### config.mk
export PLATFORM = sky130hd
export DESIGN_NAME = bit_blit
export DESIGN_NICKNAME = d
export VERILOG_FILES = /design/src/blit_pkg.sv /design/src/bit_blit.sv
export SDC_FILE = /design/constraint.sdc
export NUM_CORES = 2
export LEC_CHECK = 0
export BUFFER_PORTS_ARGS = -buffer_cell sky130_fd_sc_hd__clkbuf_2
export CAP_MARGIN = 30
export CORE_ASPECT_RATIO = 1.2
export CORE_MARGIN = 4
export CORE_UTILIZATION = 25
export CTS_CLUSTER_DIAMETER = 50
export CTS_CLUSTER_SIZE = 10
export DETAILED_ROUTE_END_ITERATION = 8
export GPL_TIMING_DRIVEN = 1
export PLACE_DENSITY_LB_ADDON = 0.25
export REMOVE_ABC_BUFFERS = 1
export SYNTH_ARGS = -nofsm -noshare
export SYNTH_HDL_FRONTEND = slang
export SYNTH_SLANG_ARGS = --single-unit
### constraint.sdc
create_clock -name clk -period 5.2 [get_ports clk]
set_input_delay 1.04 -clock clk [delete_from_list [all_inputs] [get_ports clk]]
set_output_delay 1.04 -clock clk [all_outputs]
set_load 0.05 [all_outputs]
### src/blit_pkg.sv
package blit_pkg;

    // ********************************
    // Geometry
    // ********************************
    localparam int WORD_W = 16;
    localparam int WORD_LOG = 4;
    localparam int BIT_ADDR_W = 32;
    localparam int WORD_ADDR_W = BIT_ADDR_W - WORD_LOG;
    localparam int DIM_W = 16;
    localparam int FIFO_DEPTH = 32;
    localparam int READS_PER_WORD = 3;

    // ********************************
    // Reset values
    // ********************************
    localparam logic [WORD_W-1:0] WORD_ZERO = 16'h0000;
    localparam logic [WORD_W-1:0] WORD_ONES = 16'hFFFF;
    localparam logic [WORD_ADDR_W-1:0] WADDR_ZERO = 28'h000_0000;
    localparam logic [BIT_ADDR_W-1:0] BADDR_ZERO = 32'h0000_0000;
    localparam logic [DIM_W-1:0] DIM_ZERO = 16'h0000;

    // ********************************
    // Logic functions
    // ********************************
    typedef enum logic [1:0]
    {
        OP_AND = 2'h0,
        OP_OR = 2'h1,
        OP_XOR = 2'h2,
        OP_COPY = 2'h3
    } logic_op_type;

    // Setup supplied by the controlling party
    typedef struct packed
    {
        logic [BIT_ADDR_W-1:0] frameOrigin;
        logic [DIM_W-1:0] srcX;
        logic [DIM_W-1:0] srcY;
        logic [DIM_W-1:0] dstX;
        logic [DIM_W-1:0] dstY;
        logic signed [DIM_W-1:0] srcPitch;
        logic signed [DIM_W-1:0] dstPitch;
        logic [DIM_W-1:0] width;
        logic [DIM_W-1:0] height;
        logic_op_type op;
        logic invertSrc;
        logic rightToLeft;
    } setup_type;

    // Word request towards frame memory
    typedef struct packed
    {
        logic write;
        logic [WORD_ADDR_W-1:0] addr;
        logic [WORD_W-1:0] data;
    } mem_req_type;

endpackage

### src/bit_blit.sv
`timescale 1ns/10ps
`default_nettype none


// ********************************
// Read data FIFO
// ********************************
module blit_fifo
#(
    parameter int WIDTH = 16,
    parameter int DEPTH = 32
)
(
    // Clock and reset
    input wire logic clk,
    input wire logic rstn,
    // Fill side
    input wire logic inValid,
    output logic inReady,
    input wire logic [WIDTH-1:0] inData,
    // Drain side
    output logic outValid,
    input wire logic outReady,
    output logic [WIDTH-1:0] outData
);
    localparam int PW = $clog2(DEPTH);
    logic [WIDTH-1:0] mem [DEPTH];
    logic [PW-1:0] wrPtr_r;
    logic [PW-1:0] rdPtr_r;
    logic [PW:0] count_r;
    logic push;
    logic pop;

    // Full and empty come straight from the occupancy count
    assign inReady = count_r != (PW+1)'(DEPTH);
    assign outValid = count_r != '0;
    assign outData = mem[rdPtr_r];
    assign push = inValid && inReady;
    assign pop = outValid && outReady;

    // Storage has no reset; only pointers and count need one
    always_ff @(posedge clk)
    begin
        if (push)
        begin
            mem[wrPtr_r] <= inData;
        end
    end

    // Pointers and count
    always_ff @(posedge clk or negedge rstn)
    begin
        if (!rstn)
        begin
            wrPtr_r <= '0;
            rdPtr_r <= '0;
            count_r <= '0;
        end
        else
        begin
            if (push)
            begin
                wrPtr_r <= (wrPtr_r == PW'(DEPTH-1)) ? '0 : wrPtr_r + 1'b1;
            end
            if (pop)
            begin
                rdPtr_r <= (rdPtr_r == PW'(DEPTH-1)) ? '0 : rdPtr_r + 1'b1;
            end
            count_r <= count_r + (PW+1)'(push) - (PW+1)'(pop);
        end
    end
endmodule

// ********************************
// Block transfer engine
// ********************************
module bit_blit
#(
    parameter int FIFO_WORDS = blit_pkg::FIFO_DEPTH
)
(
    // Clock and reset
    input wire logic clk,
    input wire logic rstn,
    // Control
    input wire logic start,
    input wire blit_pkg::setup_type setup,
    output logic busy,
    output logic done,
    // Memory requests
    output logic memValid,
    input wire logic memReady,
    output blit_pkg::mem_req_type memReq,
    // Memory read data
    input wire logic rdValid,
    output logic rdReady,
    input wire logic [blit_pkg::WORD_W-1:0] rdData
);
    import blit_pkg::*;

    typedef enum logic [7:0]
    {
        S_IDLE = 8'b0000_0001,
        S_LINE = 8'b0000_0010,
        S_RDLO = 8'b0000_0100,
        S_RDHI = 8'b0000_1000,
        S_RDDST = 8'b0001_0000,
        S_WAIT = 8'b0010_0000,
        S_WRITE = 8'b0100_0000,
        S_DONE = 8'b1000_0000
    } state_type;

    state_type state_r;
    setup_type cfg_r;
    logic [BIT_ADDR_W-1:0] lineSrc_r;
    logic [BIT_ADDR_W-1:0] lineDst_r;
    logic [DIM_W-1:0] linesLeft_r;
    logic [WORD_ADDR_W-1:0] dstWord_r;
    logic [WORD_ADDR_W-1:0] srcWord_r;
    logic [WORD_ADDR_W-1:0] firstWord_r;
    logic [WORD_ADDR_W-1:0] lastWord_r;
    logic [WORD_W-1:0] leftMask_r;
    logic [WORD_W-1:0] rightMask_r;
    logic [WORD_LOG-1:0] shift_r;
    logic [WORD_W-1:0] srcLo_r;
    logic [WORD_W-1:0] srcHi_r;
    logic [WORD_W-1:0] dstOld_r;
    logic [1:0] got_r;
    logic fifoValid;
    logic fifoPop;
    logic [WORD_W-1:0] fifoData;
    logic accepted;
    logic lastWord;
    logic [BIT_ADDR_W-1:0] startSrc;
    logic [BIT_ADDR_W-1:0] startDst;
    logic [BIT_ADDR_W-1:0] dstEnd;
    logic [BIT_ADDR_W-1:0] lineEnd;
    logic [BIT_ADDR_W-1:0] srcBit;
    logic [2*WORD_W-1:0] pair;
    logic [WORD_W-1:0] aligned;
    logic [WORD_W-1:0] combined;
    logic [WORD_W-1:0] mask;
    logic [WORD_W-1:0] merged;

    // Returned words queue here so read replies are never refused while the sequencer issues requests
    blit_fifo #(.WIDTH(WORD_W), .DEPTH(FIFO_WORDS)) readQueue
    (
        .clk(clk),
        .rstn(rstn),
        .inValid(rdValid),
        .inReady(rdReady),
        .inData(rdData),
        .outValid(fifoValid),
        .outReady(fifoPop),
        .outData(fifoData)
    );

    // Start addresses: origin + y*pitch*word + x, pitch sign picks up or down
    assign startSrc = setup.frameOrigin + BIT_ADDR_W'(setup.srcX)
        + BIT_ADDR_W'($signed({1'b0, setup.srcY}) * setup.srcPitch * WORD_W);
    assign startDst = setup.frameOrigin + BIT_ADDR_W'(setup.dstX)
        + BIT_ADDR_W'($signed({1'b0, setup.dstY}) * setup.dstPitch * WORD_W);
    assign dstEnd = startDst + BIT_ADDR_W'(setup.width) - 1'b1;
    assign lineEnd = lineDst_r + BIT_ADDR_W'(cfg_r.width) - 1'b1;

    // Source bit that lines up with bit 0 of the first destination word of the line;
    // its word may lie one below the source start word when the source offset is smaller
    assign srcBit = lineSrc_r - BIT_ADDR_W'(lineDst_r[WORD_LOG-1:0]);

    // Alignment, logic function and masking of one destination word
    always_comb
    begin
        pair = {srcHi_r, srcLo_r} >> shift_r;
        aligned = cfg_r.invertSrc ? ~pair[WORD_W-1:0] : pair[WORD_W-1:0];
        case (cfg_r.op)
            OP_AND: combined = aligned & dstOld_r;
            OP_OR: combined = aligned | dstOld_r;
            OP_XOR: combined = aligned ^ dstOld_r;
            default: combined = aligned;
        endcase
        mask = WORD_ONES;
        if (dstWord_r == firstWord_r)
        begin
            mask = mask & leftMask_r;
        end
        if (dstWord_r == lastWord_r)
        begin
            mask = mask & rightMask_r;
        end
        merged = (combined & mask) | (dstOld_r & ~mask);
    end

    assign accepted = memValid && memReady;
    assign lastWord = cfg_r.rightToLeft ? (dstWord_r == firstWord_r)
        : (dstWord_r == lastWord_r);
    // First source read waits until its address register has caught up
    assign memValid = ((state_r == S_RDLO) && (memReq.addr == srcWord_r)) || (state_r == S_RDHI)
        || (state_r == S_RDDST) || (state_r == S_WRITE);
    assign fifoPop = fifoValid && (got_r != 2'(READS_PER_WORD))
        && ((state_r == S_RDHI) || (state_r == S_RDDST) || (state_r == S_WAIT));
    assign busy = state_r != S_IDLE;

    // Sequencer: outer loop per line, inner loop per word
    always_ff @(posedge clk or negedge rstn)
    begin
        if (!rstn)
        begin
            state_r <= S_IDLE;
        end
        else
        begin
            case (state_r)
                S_IDLE: state_r <= start ? S_LINE : S_IDLE;
                S_LINE: state_r <= (linesLeft_r == DIM_ZERO) ? S_DONE : S_RDLO;
                S_RDLO: state_r <= accepted ? S_RDHI : S_RDLO;
                S_RDHI: state_r <= accepted ? S_RDDST : S_RDHI;
                S_RDDST: state_r <= accepted ? S_WAIT : S_RDDST;
                S_WAIT: state_r <= (got_r == 2'(READS_PER_WORD)) ? S_WRITE : S_WAIT;
                S_WRITE:
                begin
                    if (accepted)
                    begin
                        state_r <= lastWord ? S_LINE : S_RDLO;
                    end
                end
                S_DONE: state_r <= S_IDLE;
                default: state_r <= S_IDLE;
            endcase
        end
    end

    // Setup capture, masks fixed once per transfer
    always_ff @(posedge clk or negedge rstn)
    begin
        if (!rstn)
        begin
            cfg_r <= '0;
            leftMask_r <= WORD_ONES;
            rightMask_r <= WORD_ONES;
            shift_r <= '0;
        end
        else if (state_r == S_IDLE && start)
        begin
            cfg_r <= setup;
            leftMask_r <= WORD_ONES << startDst[WORD_LOG-1:0];
            rightMask_r <= WORD_ONES >> (WORD_LOG'(WORD_W-1) - dstEnd[WORD_LOG-1:0]);
            shift_r <= startSrc[WORD_LOG-1:0] - startDst[WORD_LOG-1:0];
        end
    end

    // Outer loop addresses; pitch is whole words so masks stay valid
    always_ff @(posedge clk or negedge rstn)
    begin
        if (!rstn)
        begin
            lineSrc_r <= BADDR_ZERO;
            lineDst_r <= BADDR_ZERO;
            linesLeft_r <= DIM_ZERO;
            firstWord_r <= WADDR_ZERO;
            lastWord_r <= WADDR_ZERO;
        end
        else if (state_r == S_IDLE && start)
        begin
            lineSrc_r <= startSrc;
            lineDst_r <= startDst;
            linesLeft_r <= setup.height;
        end
        else if (state_r == S_LINE && linesLeft_r != DIM_ZERO)
        begin
            firstWord_r <= lineDst_r[BIT_ADDR_W-1:WORD_LOG];
            lastWord_r <= lineEnd[BIT_ADDR_W-1:WORD_LOG];
            lineSrc_r <= lineSrc_r + BIT_ADDR_W'(cfg_r.srcPitch * WORD_W);
            lineDst_r <= lineDst_r + BIT_ADDR_W'(cfg_r.dstPitch * WORD_W);
            linesLeft_r <= linesLeft_r - 1'b1;
        end
    end

    // Inner loop word pointers, either direction
    always_ff @(posedge clk or negedge rstn)
    begin
        if (!rstn)
        begin
            dstWord_r <= WADDR_ZERO;
            srcWord_r <= WADDR_ZERO;
        end
        else if (state_r == S_RDLO && got_r == 2'd0 && !accepted && memReq.addr == WADDR_ZERO)
        begin
            dstWord_r <= dstWord_r;
        end
        else if (state_r == S_WRITE && accepted && !lastWord)
        begin
            dstWord_r <= cfg_r.rightToLeft ? dstWord_r - 1'b1 : dstWord_r + 1'b1;
            srcWord_r <= cfg_r.rightToLeft ? srcWord_r - 1'b1 : srcWord_r + 1'b1;
        end
        else if (state_r == S_LINE)
        begin
            dstWord_r <= cfg_r.rightToLeft ? lineEnd[BIT_ADDR_W-1:WORD_LOG]
                : lineDst_r[BIT_ADDR_W-1:WORD_LOG];
            srcWord_r <= cfg_r.rightToLeft
                ? srcBit[BIT_ADDR_W-1:WORD_LOG] + lineEnd[BIT_ADDR_W-1:WORD_LOG]
                    - lineDst_r[BIT_ADDR_W-1:WORD_LOG]
                : srcBit[BIT_ADDR_W-1:WORD_LOG];
        end
        else if (state_r == S_RDLO && got_r == 2'd0)
        begin
            srcWord_r <= srcWord_r;
        end
    end

    // Memory request word, whole aligned words only
    always_ff @(posedge clk or negedge rstn)
    begin
        if (!rstn)
        begin
            memReq <= '0;
        end
        else
        begin
            case (state_r)
                S_RDLO:
                begin
                    memReq.write <= 1'b0;
                    memReq.addr <= accepted ? memReq.addr + 1'b1 : srcWord_r;
                end
                S_RDHI: memReq.addr <= accepted ? dstWord_r : memReq.addr;
                S_WAIT:
                begin
                    memReq.write <= got_r == 2'(READS_PER_WORD);
                    memReq.addr <= dstWord_r;
                    memReq.data <= merged;
                end
                S_WRITE: memReq.write <= accepted ? 1'b0 : memReq.write;
                default: memReq.write <= 1'b0;
            endcase
        end
    end

    // Collect low source, high source, then old destination word
    always_ff @(posedge clk or negedge rstn)
    begin
        if (!rstn)
        begin
            got_r <= 2'd0;
            srcLo_r <= WORD_ZERO;
            srcHi_r <= WORD_ZERO;
            dstOld_r <= WORD_ZERO;
        end
        else if (state_r == S_WRITE && accepted)
        begin
            got_r <= 2'd0;
        end
        else if (fifoPop)
        begin
            got_r <= got_r + 1'b1;
            case (got_r)
                2'd0: srcLo_r <= fifoData;
                2'd1: srcHi_r <= fifoData;
                default: dstOld_r <= fifoData;
            endcase
        end
    end

    // Completion pulse after the final line is written
    always_ff @(posedge clk or negedge rstn)
    begin
        if (!rstn)
        begin
            done <= 1'b0;
        end
        else
        begin
            done <= state_r == S_DONE;
        end
    end
endmodule

`default_nettype wire

==> flow_metrics.env <==
export IMPL_rows=211
export IMPL_hold_viol=0
export IMPL_finalWirelength_um=232000
export IMPL_yosys_area_top_type="edfxtp_1"
export IMPL_ys_warn_count=0
export IMPL_critPathMostFrequentCell="fa_1"
export IMPL_min_path_type="input port to asynchronous set/reset pin"
export IMPL_antenna_found_initial=14
export IMPL_drv_slew=0
export IMPL_ys_types=88
export IMPL_ys_flop_type="edfxtp_1"
export IMPL_critPathMaxStageDelay_ns=0.53
export IMPL_grt_overflow=0
export IMPL_fin_crit_sh_pct=147
export IMPL_io_buffers=233
export IMPL_synth_edf_count=512
export IMPL_yosysSeqAreaShare_pct=36.6
export IMPL_vias=52200
export IMPL_grt_max_degree=121
export IMPL_slew_headroom_pct=35.9
export IMPL_hold_buffers=0
export IMPL_crit_arrival_ns=8.26
export IMPL_num_nets_final=8738
export IMPL_final_setup_viol_count=58
export IMPL_rsz0062_at_grt="true"
export IMPL_ff2ff_setup_slack_ns=-0.39
export IMPL_async_reset_ff_share_pct=43.7
export IMPL_synth_cell_area_um2=69300
export IMPL_grt_pass1_vias=54900
export IMPL_cts_made_buffers=145
export IMPL_startpoint_type="input port"
export IMPL_crit_path_end_kind="register"
export IMPL_cts_tree="built"
export IMPL_htreeDepth=4
export IMPL_grt_pass1_wl_um=348000
export IMPL_clk_latency_ns=0.80
export IMPL_final_common_cell="inv_1"
export IMPL_place_gp_congestion=0.857
export IMPL_synth_seq_cells=909
export IMPL_cts_root_buf="clkbuf_16"
export IMPL_wl_per_cell_um=20.5
export IMPL_cts_path_max_buffers=3
export IMPL_dr_pass1_iters=6
export IMPL_path_class="input port to register"
export IMPL_use_met1_pct=21.2
export IMPL_die_w_um=489
export IMPL_grt_use_total_pct=16.1
export IMPL_slowest_stage="or4_4"
export IMPL_syn2layout_area_growth_pct=28.1
export IMPL_drtIter0Drc=2796
export IMPL_avgSynthCellArea_um2=10.5
export IMPL_layout_setup_ws_ns=-2.46
export IMPL_busiest_layer="met2"
export IMPL_final_util_pct=32.2
export IMPL_fin_crit_ns=7.66
export IMPL_failed_checks="negative setup slack"
export IMPL_ys_top_cells_by_area="edfxtp_1 22%, dfrtp_1 13%, fa_1 13%"
export IMPL_layout_common_cells="778 x inv_1, 763 x buf_4, 747 x nand2_1"
export IMPL_yosys_area_top_type_share_pct=22.2
export IMPL_hpwl_um=179000
export IMPL_grt_use_met3_pct=1.91
export IMPL_cp_max_fo=7
export IMPL_drc=0
export IMPL_cap_violations=0
export IMPL_fmax_mhz=131
export IMPL_holdWs_ns=0.224
export IMPL_die_h_um=585
export IMPL_core_area_um2=276000
export IMPL_pin_count=234
export IMPL_tightest_slew_ns=0.937
export IMPL_status="finished with violations"
export IMPL_final_antenna_net_count=0
export IMPL_cts_sinks=909
export IMPL_synthCells=6611
export IMPL_tns_ns=-74.42
export IMPL_dieArea_um2=286000
export IMPL_crit_required_ns=5.80
export IMPL_initial_core_util_pct=25.1
export IMPL_grt_met2_usage_pct=27.6
export IMPL_skew_ns=0.0685
export IMPL_vias_per_cell=4.62
export IMPL_clk_pin_slew_ns=0.06
export IMPL_drive_above_1_share_pct=26.2
[cells in the mapped netlist, types with 32 or more instances]
cell,count
a211oi_1,38
a21o_1,95
a21oi_1,306
a31oi_1,34
and2_1,249
and3_1,32
buf_1,53
clkbuf_1,213
dfrtp_1,366
edfxtp_1,512
fa_1,440
ha_1,528
inv_1,813
mux2i_1,65
mux4_2,188
nand2_1,767
nand2b_1,52
nand3_1,57
nand4_1,34
nor2_1,296
nor2b_1,41
nor3_1,65
o211ai_1,74
o21a_1,58
o21ai_0,402
o22ai_1,59
xnor2_1,273
xor2_1,139
[flip-flops by register name, indices dropped and copies added (netlist names)]
register and cells:
cfg_r 52, done 1, dstOld_r 16, dstWord_r 28, firstWord_r 28, got_r 2
lastWord_r 28, leftMask_r 15, lineDst_r 32, lineSrc_r 32, linesLeft_r 16, memReq 45
readQueue.count_r 6, readQueue.mem 512, readQueue.rdPtr_r 5, readQueue.wrPtr_r 5, rightMask_r 15, shift_r 4
srcHi_r 15, srcLo_r 16, srcWord_r 28, state_r 8
[worst paths after layout]
path,cells after the start,start,to
setup / recovery,32,setup[78],lineDst_r[31]
hold / removal,1,rstn,linesLeft_r[7]
setup reg to reg,23,lineSrc_r[1],srcWord_r[27]
hold reg to reg,2,leftMask_r[3],leftMask_r[3]
max in group asynchronous,2,rstn,cfg_r[3]
min in group clk,3,setup[18],linesLeft_r[14]
[kinds of logic after synthesis]
family                   share of synthesized area [%]
AND/OR/NAND/NOR                                   11.4
AO/OA/AOI/OAI                                     11.3
buffers and inverters                             5.90
adder cells (fa/ha/maj)                           22.2
flip-flops                                        36.6
XOR/XNOR                                          5.24
multiplexers                                      7.31
[cell type report]
class	count	area (um^2)
diodes	11	27.5
inverters	817	3070
multi-input cells	4615	42500
clock buffers	174	3850
fillers	28200	187000
flip-flops and latches	909	25400
repair buffers	1097	8490
clock inverters	66	935
well taps	3621	4530
[critical path: cells and delay by family]
kind / cells / cell delay [ns]
adders and majority gates: 9 / 3.70
and+or+nand+nor: 7 / 1.56
AOI/OAI and AO/OA: 8 / 1.15
xor gates and xnor gates: 3 / 0.48
buffers and inverters: 5 / 0.35
[routing by layer]
layer / wire, um / vias up
met5: 0 / -
met4: 7360 / 0
met3: 7860 / 270
met2: 114000 / 934
met1: 103000 / 26300
li1: - / 24700
[stage by stage]
| stage | setup slack (ns) | cell area (um^2) | cells |
|---|---|---|---|
| 2_1_floorplan | -4.78 | 68300 | 6341 |
| 3_3_place_gp | -3.70 | 80100 | 11000 |
| 3_5_place_dp | -3.70 | 80200 | 11000 |
| 4_1_cts | -2.51 | 87500 | 11300 |
| 5_1_grt | -2.80 | 88800 | 11300 |
| 6_report | -2.46 | 88800 | 11300 |
[what timing repair did]
item / 4_1_cts / 5_1_grt
endpoints found under the setup margin: 60 / 63
buffers inserted: 54 / 38
gates resized for setup: 484 / 210
gates cloned: 0 / 1
pin swaps: 237 / 184
Power is left out: the tool's default activity adds up to more than one toggle a clock period on the data nets, which glitch-free logic cannot reach.
